===== config.mk =====
export PLATFORM = sky130hd
export DESIGN_NAME = power_mode_ctrl
export DESIGN_NICKNAME = d
export VERILOG_FILES = /design/src/pm_pkg.sv /design/src/fault_filter.sv /design/src/chain_addr.sv /design/src/power_mode_ctrl.sv
export VERILOG_INCLUDE_DIRS = /design/src
export SDC_FILE = /design/constraint.sdc
export NUM_CORES = 1
export LEC_CHECK = 0
export CAP_MARGIN = 20
export CORE_ASPECT_RATIO = 1.5
export CORE_MARGIN = 4
export CORE_UTILIZATION = 50
export DETAILED_ROUTE_END_ITERATION = 6
export DONT_BUFFER_PORTS = 1
export GPL_TIMING_DRIVEN = 0
export MAX_ROUTING_LAYER = met4
export PLACE_DENSITY_LB_ADDON = 0.12
export SYNTH_ARGS = -nofsm -noshare
export SYNTH_HDL_FRONTEND = slang
export SYNTH_HIERARCHICAL = 1
export SYNTH_SLANG_ARGS = --single-unit

===== constraint.sdc =====
create_clock -name clk -period 1.97 [get_ports clk]
set_input_delay 0 -clock clk [delete_from_list [all_inputs] [get_ports clk]]
set_output_delay 0 -clock clk [all_outputs]
set_load 0.02 [all_outputs]

===== src/pm_defines.svh =====
// Named constants for the battery monitor power-mode controller.
`ifndef PM_DEFINES_SVH
`define PM_DEFINES_SVH
// =============================================================
// Sizing constants.
`define PM_MAX_CELLS      12
`define PM_MAX_DEVICES    14
`define PM_MAX_SYS_CELLS  168
`define PM_ADC_BITS       14
`define PM_ADDR_BITS      4
`define PM_CELL_BITS      4
// =============================================================
// Fault filter length in clock cycles.
`define PM_FILT_CYCLES    4'h8
`define PM_FILT_BITS      4
// Conversion busy time of the stand-in converter sequencer.
`define PM_CONV_CYCLES    8'h10
`define PM_CONV_BITS      8
// Rails left on in Shutdown: core, sleep regulators, input buffers.
`define PM_RAILS_OFF      8'h07
`endif


===== src/pm_pkg.sv =====
// Types shared by the power-mode controller and its helpers.
package pm_pkg;
  // =============================================================
  // Main power modes.
  typedef enum logic [1:0] {
    mode_normal,
    mode_sleep,
    mode_shutdown
  } power_mode_type;
  // Operating states inside the controller.
  typedef enum logic [2:0] {
    st_shutdown,
    st_standby,
    st_active,
    st_sleep
  } op_state_type;
  // Operations the host may start.
  typedef enum logic [1:0] {
    op_scan_voltages,
    op_scan_all,
    op_measure_one,
    op_open_wire
  } op_kind_type;
  // Balancing modes.
  typedef enum logic [1:0] {
    bal_manual,
    bal_timed,
    bal_auto,
    bal_off
  } bal_mode_type;
  // A command from the host as decoded by the link.
  typedef struct packed {
    logic        start;
    op_kind_type kind;
    logic [3:0]  param;
    logic        sleep;
  } host_cmd_type;
  // Live fault inputs.
  typedef struct packed {
    logic over_v;
    logic under_v;
    logic regulator;
    logic oscillator;
    logic open_input;
    logic comm;
  } fault_set_type;
  // Power enables toward the analog sections.
  typedef struct packed {
    logic main_bias;
    logic main_osc;
    logic low_osc;
    logic comm_in;
    logic regs_kept;
    logic core;
    logic sleep_regs;
    logic in_buffers;
  } power_rail_type;
endpackage : pm_pkg


===== src/fault_filter.sv =====
// Fault debounce filter: a fault must stand steadily before it is flagged.
`timescale 1ns/1ns
`include "pm_defines.svh"
module fault_filter #(
  parameter int WIDTH = 6
) (
  input  wire logic             clk,
  input  wire logic             rst_n,
  input  wire logic [WIDTH-1:0] raw,
  output logic      [WIDTH-1:0] filtered
);
  // =============================================================
  // State.
  typedef struct packed {
    logic [WIDTH-1:0][`PM_FILT_BITS-1:0] cnt;
    logic [WIDTH-1:0]                    flag;
  } filt_state_type;
  filt_state_type state;       // Registered state.
  filt_state_type next_state;  // Next value.

  // Each bit changes its flag only after the raw level held long enough.
  always_comb begin
    next_state = state;
    for (int i = 0; i < WIDTH; i++) begin
      if (raw[i] == state.flag[i]) begin
        next_state.cnt[i] = '0;
      end else if (state.cnt[i] == `PM_FILT_CYCLES - 4'h1) begin
        next_state.flag[i] = raw[i];
        next_state.cnt[i]  = '0;
      end else begin
        next_state.cnt[i] = state.cnt[i] + 4'h1;
      end
    end
  end

  // Registers the state.
  always_ff @(posedge clk or negedge rst_n) begin
    if (!rst_n) begin
      state <= '0;
    end else begin
      state <= next_state;
    end
  end

  assign filtered = state.flag;
endmodule : fault_filter


===== src/chain_addr.sv =====
// Chain address check: decides whether a frame is for this chain member.
`timescale 1ns/1ns
`include "pm_defines.svh"
module chain_addr (
  input  wire logic                     clk,
  input  wire logic                     rst_n,
  input  wire logic [`PM_ADDR_BITS-1:0] own_addr,
  input  wire logic [`PM_ADDR_BITS-1:0] frame_addr,
  input  wire logic                     frame_bcast,
  input  wire logic                     frame_valid,
  output logic                          for_me
);
  // =============================================================
  // Valid addresses run 1 to 14; zero and fifteen are never ours.
  function automatic logic addr_ok(input logic [`PM_ADDR_BITS-1:0] a);
    addr_ok = (a != 4'h0) && (a <= 4'(`PM_MAX_DEVICES));
  endfunction : addr_ok

  typedef struct packed {
    logic hit;
  } addr_state_type;
  addr_state_type state;       // Registered match.
  addr_state_type next_state;  // Next value.

  // A broadcast reaches every member; otherwise the addresses must match.
  always_comb begin
    next_state     = state;
    next_state.hit = frame_valid && addr_ok(own_addr)
                     && (frame_bcast || (frame_addr == own_addr));
  end

  // Registers the match.
  always_ff @(posedge clk or negedge rst_n) begin
    if (!rst_n) begin
      state <= '0;
    end else begin
      state <= next_state;
    end
  end

  assign for_me = state.hit;
endmodule : chain_addr


===== src/power_mode_ctrl.sv =====
// Power-mode and operating-state controller of a stackable cell monitor.
`timescale 1ns/1ns
`include "pm_defines.svh"
module power_mode_ctrl #(
  parameter int CELLS    = `PM_MAX_CELLS,
  parameter int ADC_BITS = `PM_ADC_BITS
) (
  // Clock and reset.
  input  wire logic                     clk,
  input  wire logic                     rst_n,
  input  wire logic                     enable,
  // Host command from the link.
  input  wire pm_pkg::host_cmd_type     cmd,
  input  wire logic                     cmd_valid,
  // Sleep and wake causes.
  input  wire logic                     wdog_timeout,
  input  wire logic                     comm_activity,
  input  wire logic                     slow_tick,
  // Chain addressing.
  input  wire logic [`PM_ADDR_BITS-1:0] own_addr,
  input  wire logic [`PM_ADDR_BITS-1:0] frame_addr,
  input  wire logic                     frame_bcast,
  // Converter answer.
  input  wire logic                     adc_done,
  input  wire logic [ADC_BITS-1:0]      adc_data,
  // Balancing set-up.
  input  wire pm_pkg::bal_mode_type     bal_mode_sel,
  input  wire logic [CELLS-1:0]         bal_cells,
  input  wire logic                     bal_target_met,
  // Raw faults and reply request.
  input  wire pm_pkg::fault_set_type    fault_raw,
  input  wire logic                     comm_fault_reply_req,
  // All outputs below are flops.
  // Mode, state and rails.
  output pm_pkg::power_mode_type        power_mode,
  output pm_pkg::op_state_type          op_state,
  output pm_pkg::power_rail_type        rails,
  // Converter request and result.
  output logic                          adc_start,
  output pm_pkg::op_kind_type           adc_kind,
  output logic [3:0]                    adc_param,
  output logic [ADC_BITS-1:0]           result,
  output logic                          result_valid,
  // Balancing and fault reports.
  output logic [CELLS-1:0]              bal_drive,
  output pm_pkg::bal_mode_type          bal_mode,
  output pm_pkg::fault_set_type         fault_status,
  output logic                          fault_reply,
  output logic                          fault_unprompted
);
  // =============================================================
  // Whole controller state in one record.
  typedef struct packed {
    pm_pkg::op_state_type   st;            // Operating state.
    pm_pkg::power_mode_type mode;          // Reported main mode.
    pm_pkg::power_rail_type rails;         // Power enables.
    logic                   adc_start;     // Start pulse to converter.
    pm_pkg::op_kind_type    kind;          // Running operation.
    logic [3:0]             param;         // Chosen parameter.
    logic [ADC_BITS-1:0]    result;        // Last result, raw.
    logic                   result_valid;  // One-cycle result strobe.
    logic [CELLS-1:0]       bal_sel;       // Cells picked for balancing.
    logic [CELLS-1:0]       bal_drive;     // Gate drive enables.
    pm_pkg::bal_mode_type   bal_mode;      // Balancing mode in force.
    logic                   bal_run;       // Balancing running.
    pm_pkg::fault_set_type  fault;         // Filtered faults as seen.
    logic                   reply;         // Fault reply strobe.
    logic                   unprompted;    // Unprompted fault strobe.
    logic [`PM_CONV_BITS-1:0] busy;        // Guard timer while active.
  } ctrl_state_type;

  // The copy is registered whole.
  ctrl_state_type state;       // Registered state.
  ctrl_state_type next_state;  // Next value.
  // Helper outputs.
  logic           for_me;      // Current command is addressed here.
  logic [5:0]     fault_filt;  // Debounced fault flags.
  logic           cmd_d;       // Command delayed to meet the address match.
  pm_pkg::host_cmd_type cmd_q; // Command held for one cycle.

  // =============================================================
  // Helpers.
  // The match is registered, so a
  // command acts one edge late.
  chain_addr u_addr (
    .clk         (clk),
    .rst_n       (rst_n),
    .own_addr    (own_addr),
    .frame_addr  (frame_addr),
    .frame_bcast (frame_bcast),
    .frame_valid (cmd_valid),
    .for_me      (for_me)
  );

  // One debounce counter per fault.
  // Results never pass through it.
  fault_filter #(
    .WIDTH (6)
  ) u_filt (
    .clk      (clk),
    .rst_n    (rst_n),
    .raw      (fault_raw),
    .filtered (fault_filt)
  );

  // Holds the command for the cycle the address check takes.
  always_ff @(posedge clk or negedge rst_n) begin
    if (!rst_n) begin
      cmd_d <= 1'b0;
      cmd_q <= '0;
    end else begin
      // Both move as one frame.
      cmd_d <= cmd_valid;
      cmd_q <= cmd;
    end
  end

  // Power rails for a given state; every state keeps the core.
  function automatic pm_pkg::power_rail_type rails_for(input pm_pkg::op_state_type s);
    pm_pkg::power_rail_type r;
    r = '0;
    // The always-on set.
    r.core       = 1'b1;
    r.sleep_regs = 1'b1;
    r.in_buffers = 1'b1;
    // The rest depends on the state.
    unique case (s)
      pm_pkg::st_shutdown: begin
        // Always-on set only; the core holds the set-up.
      end

      // Link inputs, slow clock, registers.
      pm_pkg::st_sleep: begin
        r.comm_in   = 1'b1;
        r.low_osc   = 1'b1;
        r.regs_kept = 1'b1;
      end

      // Normal mode powers everything.
      pm_pkg::st_standby, pm_pkg::st_active: begin
        r = '1;
      end
    endcase
    return r;
  endfunction : rails_for

  // Main mode that a state belongs to.
  function automatic pm_pkg::power_mode_type mode_for(input pm_pkg::op_state_type s);
    unique case (s)
      pm_pkg::st_shutdown: mode_for = pm_pkg::mode_shutdown;
      pm_pkg::st_sleep:    mode_for = pm_pkg::mode_sleep;
      // Standby and active are Normal.
      default:             mode_for = pm_pkg::mode_normal;
    endcase
  endfunction : mode_for

  // =============================================================
  // Next-state logic.
  always_comb begin
    logic go;
    go = cmd_d && for_me;
    // Pulses drop unless raised below.
    next_state              = state;
    // Strobes last a single cycle.
    next_state.adc_start    = 1'b0;
    next_state.result_valid = 1'b0;
    next_state.reply        = 1'b0;
    next_state.unprompted   = 1'b0;

    // Fault flags follow the debounced paths and stay readable.
    next_state.fault = pm_pkg::fault_set_type'(fault_filt);
    // A newly filtered comm fault is sent without a request.
    if (fault_filt[0] && !state.fault.comm) begin
      next_state.unprompted = 1'b1;
    end
    // A pending comm fault also answers an addressed command while a reply is requested.
    if (go && state.fault.comm && comm_fault_reply_req) begin
      next_state.reply = 1'b1;
    end

    unique case (state.st)
      pm_pkg::st_shutdown: begin
        // Configuration is left in place; wake goes straight to standby.
        if (enable) begin
          // Registers kept their contents.
          next_state.st = pm_pkg::st_standby;
        end
      end

      // Powered, waiting for a command.
      pm_pkg::st_standby: begin
        // Sleep wins over a start.
        if (wdog_timeout || (go && cmd_q.sleep)) begin
          next_state.st = pm_pkg::st_sleep;
        end else if (go && cmd_q.start) begin
          // Run from the held copy, not the
          // live bus; one start pulse.
          next_state.st        = pm_pkg::st_active;
          next_state.kind      = cmd_q.kind;
          next_state.param     = cmd_q.param;
          next_state.adc_start = 1'b1;
          next_state.busy      = '0;
        end
      end

      // Busy until the converter is done or the watchdog fires.
      pm_pkg::st_active: begin
        // Cycles spent converting.
        next_state.busy = state.busy + 8'h1;
        if (adc_done) begin
          // Result is passed exactly as converted.
          next_state.result       = adc_data;
          next_state.result_valid = 1'b1;
          next_state.st           = pm_pkg::st_standby;
        end else if (wdog_timeout) begin
          // A lost host ends the operation.
          next_state.st = pm_pkg::st_sleep;
        end
      end

      // Asleep until the link stirs.
      pm_pkg::st_sleep: begin
        // Any activity on the link inputs wakes the part.
        if (comm_activity) begin
          // Wake never lands in active.
          next_state.st = pm_pkg::st_standby;
        end
      end

      // A stray code falls to Shutdown.
      default: begin
        next_state.st = pm_pkg::st_shutdown;
      end
    endcase

    // Balancing: manual drives the selection, timed and auto run until stopped.
    if (go && cmd_q.start) begin
      next_state.bal_mode = bal_mode_sel;
      next_state.bal_sel  = bal_cells;
      next_state.bal_run  = (bal_mode_sel != pm_pkg::bal_off);
    end

    // Timed and auto each have their own stop event; manual has none.
    unique case (state.bal_mode)
      pm_pkg::bal_timed: begin
        // The slow tick ends the window.
        if (slow_tick) begin
          next_state.bal_run = 1'b0;
        end
      end
      pm_pkg::bal_auto: begin
        // The charge target was met.
        if (bal_target_met) begin
          next_state.bal_run = 1'b0;
        end
      end
      pm_pkg::bal_manual, pm_pkg::bal_off: begin
        // Manual runs until the next start.
        next_state.bal_run = next_state.bal_run;
      end
    endcase

    // Gate drive current sources are off outside Normal mode.
    if (next_state.st == pm_pkg::st_standby || next_state.st == pm_pkg::st_active) begin
      next_state.bal_drive = next_state.bal_run ? next_state.bal_sel : '0;
    end else begin
      next_state.bal_drive = '0;
    end

    // Enable low beats every other transition, in the same cycle.
    if (!enable) begin
      // No start pulse or gate drive leaks into Shutdown.
      next_state.st        = pm_pkg::st_shutdown;
      next_state.adc_start = 1'b0;
      next_state.bal_drive = '0;
    end

    // Mode and rails follow the new state.
    next_state.mode  = mode_for(next_state.st);
    next_state.rails = rails_for(next_state.st);
  end

  // =============================================================
  // State register; the part starts in Shutdown until enable is seen.
  always_ff @(posedge clk or negedge rst_n) begin
    if (!rst_n) begin
      // Clear all, then the Shutdown values.
      state          <= '0;
      state.st       <= pm_pkg::st_shutdown;
      state.mode     <= pm_pkg::mode_shutdown;
      state.bal_mode <= pm_pkg::bal_off;
      state.rails    <= `PM_RAILS_OFF;
    end else begin
      // The record moves as one.
      state <= next_state;
    end
  end

  // =============================================================
  // Outputs, all straight from the state register.
  // Mode and state.
  assign power_mode       = state.mode;
  assign op_state         = state.st;
  assign rails            = state.rails;

  // Converter side.
  assign adc_start        = state.adc_start;
  assign adc_kind         = state.kind;
  assign adc_param        = state.param;
  assign result           = state.result;
  assign result_valid     = state.result_valid;

  // Balancing.
  assign bal_drive        = state.bal_drive;
  assign bal_mode         = state.bal_mode;

  // Fault reports.
  assign fault_status     = state.fault;
  assign fault_reply      = state.reply;
  assign fault_unprompted = state.unprompted;
endmodule : power_mode_ctrl


==> out/summary.txt <==
P_leak -> 2.63 nW
CTS tree -> built
Critical-path top delay cell -> or4bb_2
Fmax -> 529 MHz
Pre-CTS setup slack -> -131 ps
ANT cells -> 0
Failing checks -> hold timing
Die Y -> 124 um
DRC viols -> 0
Layout cells sized above 1 -> 30.9%
Hold-fix buffers, CTS -> 52
Delay-heaviest family, CP -> simple AND/OR/NAND/NOR gates
Area after DPL -> 4590 sq um
Setup TNS Final -> 0 ps
Critical Path Sink Type -> flop
Pins Over Slew Limit -> 0
Routed vias -> 2,573
Num rows -> 41
Avg Synthesized Cell Area -> 13.0 sq um
Vias in the first global route -> 2,745
CTS Sinks -> 104
CP max stage delay -> 660 ps
Reg2reg path depth -> 4
FF-to-FF Start -> op_state[0]
Status -> finished, violations left
Fin area -> 5430 sq um
Wire length per cell -> 15.6 um
Drt pass-1 iters -> 6
Relative slew slack -> 66.6%
RSZ-0062 raised after global routing -> false
Switching power -> 1.60 mW
Final Cycle Share -> 96.0%
Crit path depth -> 4
Max IR drop VDD -> 0.777 mV
Critical path required time -> 2170 ps
FF+latch count, synth -> 104
R2r endpoint -> bal_drive[5]
Fin Hold WS -> -647 ps
Clk_lat worst skew -> 340 ps
Synth Instances -> 341
Number of synthesized flops with an enable pin -> 0
H-Tree Depth -> 3
Global placement routability congestion -> 0.798
Antenna Nets Post-Route -> 0
Filler cells -> 672
Core area -> 8570 sq um
Min Clock Period, post-route -> 1890 ps
Fin nets -> 475
Final Skew -> 4.02 ps
Async S/R FF share, synth -> 100%
Die W -> 85.0 um
Critical Path Source Type -> flop
Post-CTS setup buffers -> 0
Worst-path cell chain -> or4bb_2 > o2111ai_1 > buf_2 > nor4b_1
Internal cell power -> 4.43 mW
Netlist cell types -> 40
Die area -> 10,500 sq um
Synth Flop Type -> dfrtp_1
Comb pwr share -> 22.1%
Clock share of power -> 30.8%
Synth warn -> 6
Gr ovfl total -> 0
CP Class -> reg -> reg
Final setup viols -> 0
P&R area growth vs syn -> 22.1%
Crit. Startpoint -> op_state[0]
Setup WS post-layout -> 79.5 ps
First DRT Iteration DRCs -> 74
P per Cell Area -> 1110 nW/um^2
Post-detailed-routing wire length -> 8060 um
Maxcap violations -> 0
Final Power -> 6.03 mW
Least-Margin Pin Slew -> 501 ps
Hold crit path type -> in -> async
Sequential share of power -> 47.1%
Setup slack, reg-to-reg -> 80 ps
Starting Density -> 51.9%
CTS Buf Count -> 9
Largest net degree at the start of global routing -> 105
Post-synthesis sequential area ratio -> 58.6%
Post-Syn Area -> 4450 sq um
CTS clk-pin slew, worst paths -> 60 ps
Crit path to -> bal_drive[5]
HPWL Detailed -> 5510 um
IO Pins -> 118
All-Layer GR Usage -> 16.9%
Total buffers and inverters traversed by the critical path -> 1
First-pass GRT wire length -> 13,300 um
Switching share of total power -> 26.5%
Longest Clk Path Bufs -> 2
Initial antenna violation count -> 0
Final hold violations -> 104
DR vias/cell -> 4.97
IO buf count -> 0
Root Buffer -> clkbuf_16
CP arrival -> 2090 ps
Maximum fanout along the worst path -> 10
## state kept, by name, summed over array words and instances, names as in the netlist, 4 cells and up
| signal | cells |
|---|---|
| cmd_q | 8 |
| adc_param | 4 |
| bal_drive | 12 |
| u_filt/state | 24 |
| fault_status | 6 |
| u_filt/filtered | 6 |
| result | 14 |
| state | 13 |
## metrics by stage
step	util (%)	std cells
after floorplan	-	343
after global routing	63.4	518
after global placement	53.6	450
final	63.4	518
after CTS	63.4	518
after detailed placement	53.6	450
## cell families after synthesis
logic type                 count (synthesis)  share of synthesized area (%)
AOI/OAI and AO/OA                          9                           1.49
xor gates and xnor gates                  16                           3.15
adders and majority gates                  8                           2.25
buffers and inverters                     72                           11.4
DFF                                      104                           58.6
muxes                                     47                           12.2
other                                      2                          0.169
and+or+nand+nor                           83                           10.7
## final cells by class
cell class	count	area, sq um	share of cell area, %
flip-flops and latches	104	2610	48.0
multi-input cells	167	1350	24.8
repair buffers	52	520	9.58
plain buffers	67	490	9.03
clock buffers	13	250	4.61
well taps	107	134	2.46
clock inverters	3	65.1	1.20
inverters	5	18.8	0.345
## synth_stat cells (2+ instances only)
master	n	share of area, %
mux2_1	6	1.5
nor2_2	6	0.84
nand2_1	10	0.84
mux2_4	6	2.0
xnor2_1	16	3.1
mux2i_1	7	1.6
conb_1	2	0.17
nand3_1	7	0.79
clkbuf_1	2	0.17
nor4b_1	13	2.6
buf_4	60	10
inv_1	5	0.42
nor3_1	7	0.79
dfstp_2	3	1.8
nor2b_1	9	1.3
dfrtp_1	101	57
buf_2	4	0.45
ha_1	8	2.2
mux2_2	28	7.1
nor2_1	21	1.8
## power by group through the flow
| stage | combinational, mW | sequential (mW) | clock (mW) |
|---|---|---|---|
| final | 1.33 | 2.84 | 1.86 |
| after global routing | 1.47 | 2.90 | 2.00 |
| after CTS | 1.35 | 2.85 | 1.93 |
| after detailed placement | 1.25 | 2.88 | 0 |
| after global placement | 1.22 | 2.87 | 0 |
| after floorplan | 1.10 | 2.81 | 0 |
## timing repair
item	in CTS	in global routing
endpoints found under the setup margin	10	0
endpoints found under the hold margin	182	104
gates resized for setup	2	0
## placed cells by master (no fill, tap or decap), drive strengths merged, types with 2 or more instances in the layout
cell type	Yosys	layout
buf	65	65
bufinv	0	2
clkbuf	2	15
conb	2	4
dfrtp	101	101
dfstp	3	3
dlygate4sd3	0	52
ha	8	8
inv	5	5
mux2	40	40
mux2i	7	7
nand2	10	10
nand3	7	7
nor2	27	27
nor2b	9	9
nor3	7	7
nor4b	13	13
or3b	2	2
xnor2	16	16
## per-layer routing
layer  routed length (um)  up-vias  part of all wire, %  GRT usage [%]
met1                 3290     1256                   41           19.9
met5                    0        -                    0              -
met2                 4090       78                   51           27.1
met3                  524        9                  6.5           4.27
met4                  157        0                  1.9           8.02
li1                     -     1230                    -              -
## worst min path at each step
stage / cells after the start / to / from
6_report: 0 / adc_param[0] / rst_n
5_1_grt: 0 / adc_param[0] / rst_n
4_1_cts: 0 / adc_param[0] / rst_n
3_5_place_dp: 0 / adc_param[0] / rst_n
3_3_place_gp: 0 / adc_param[0] / rst_n
2_1_floorplan: 0 / adc_kind[0] / rst_n
(Power assumes the default switching activity.)
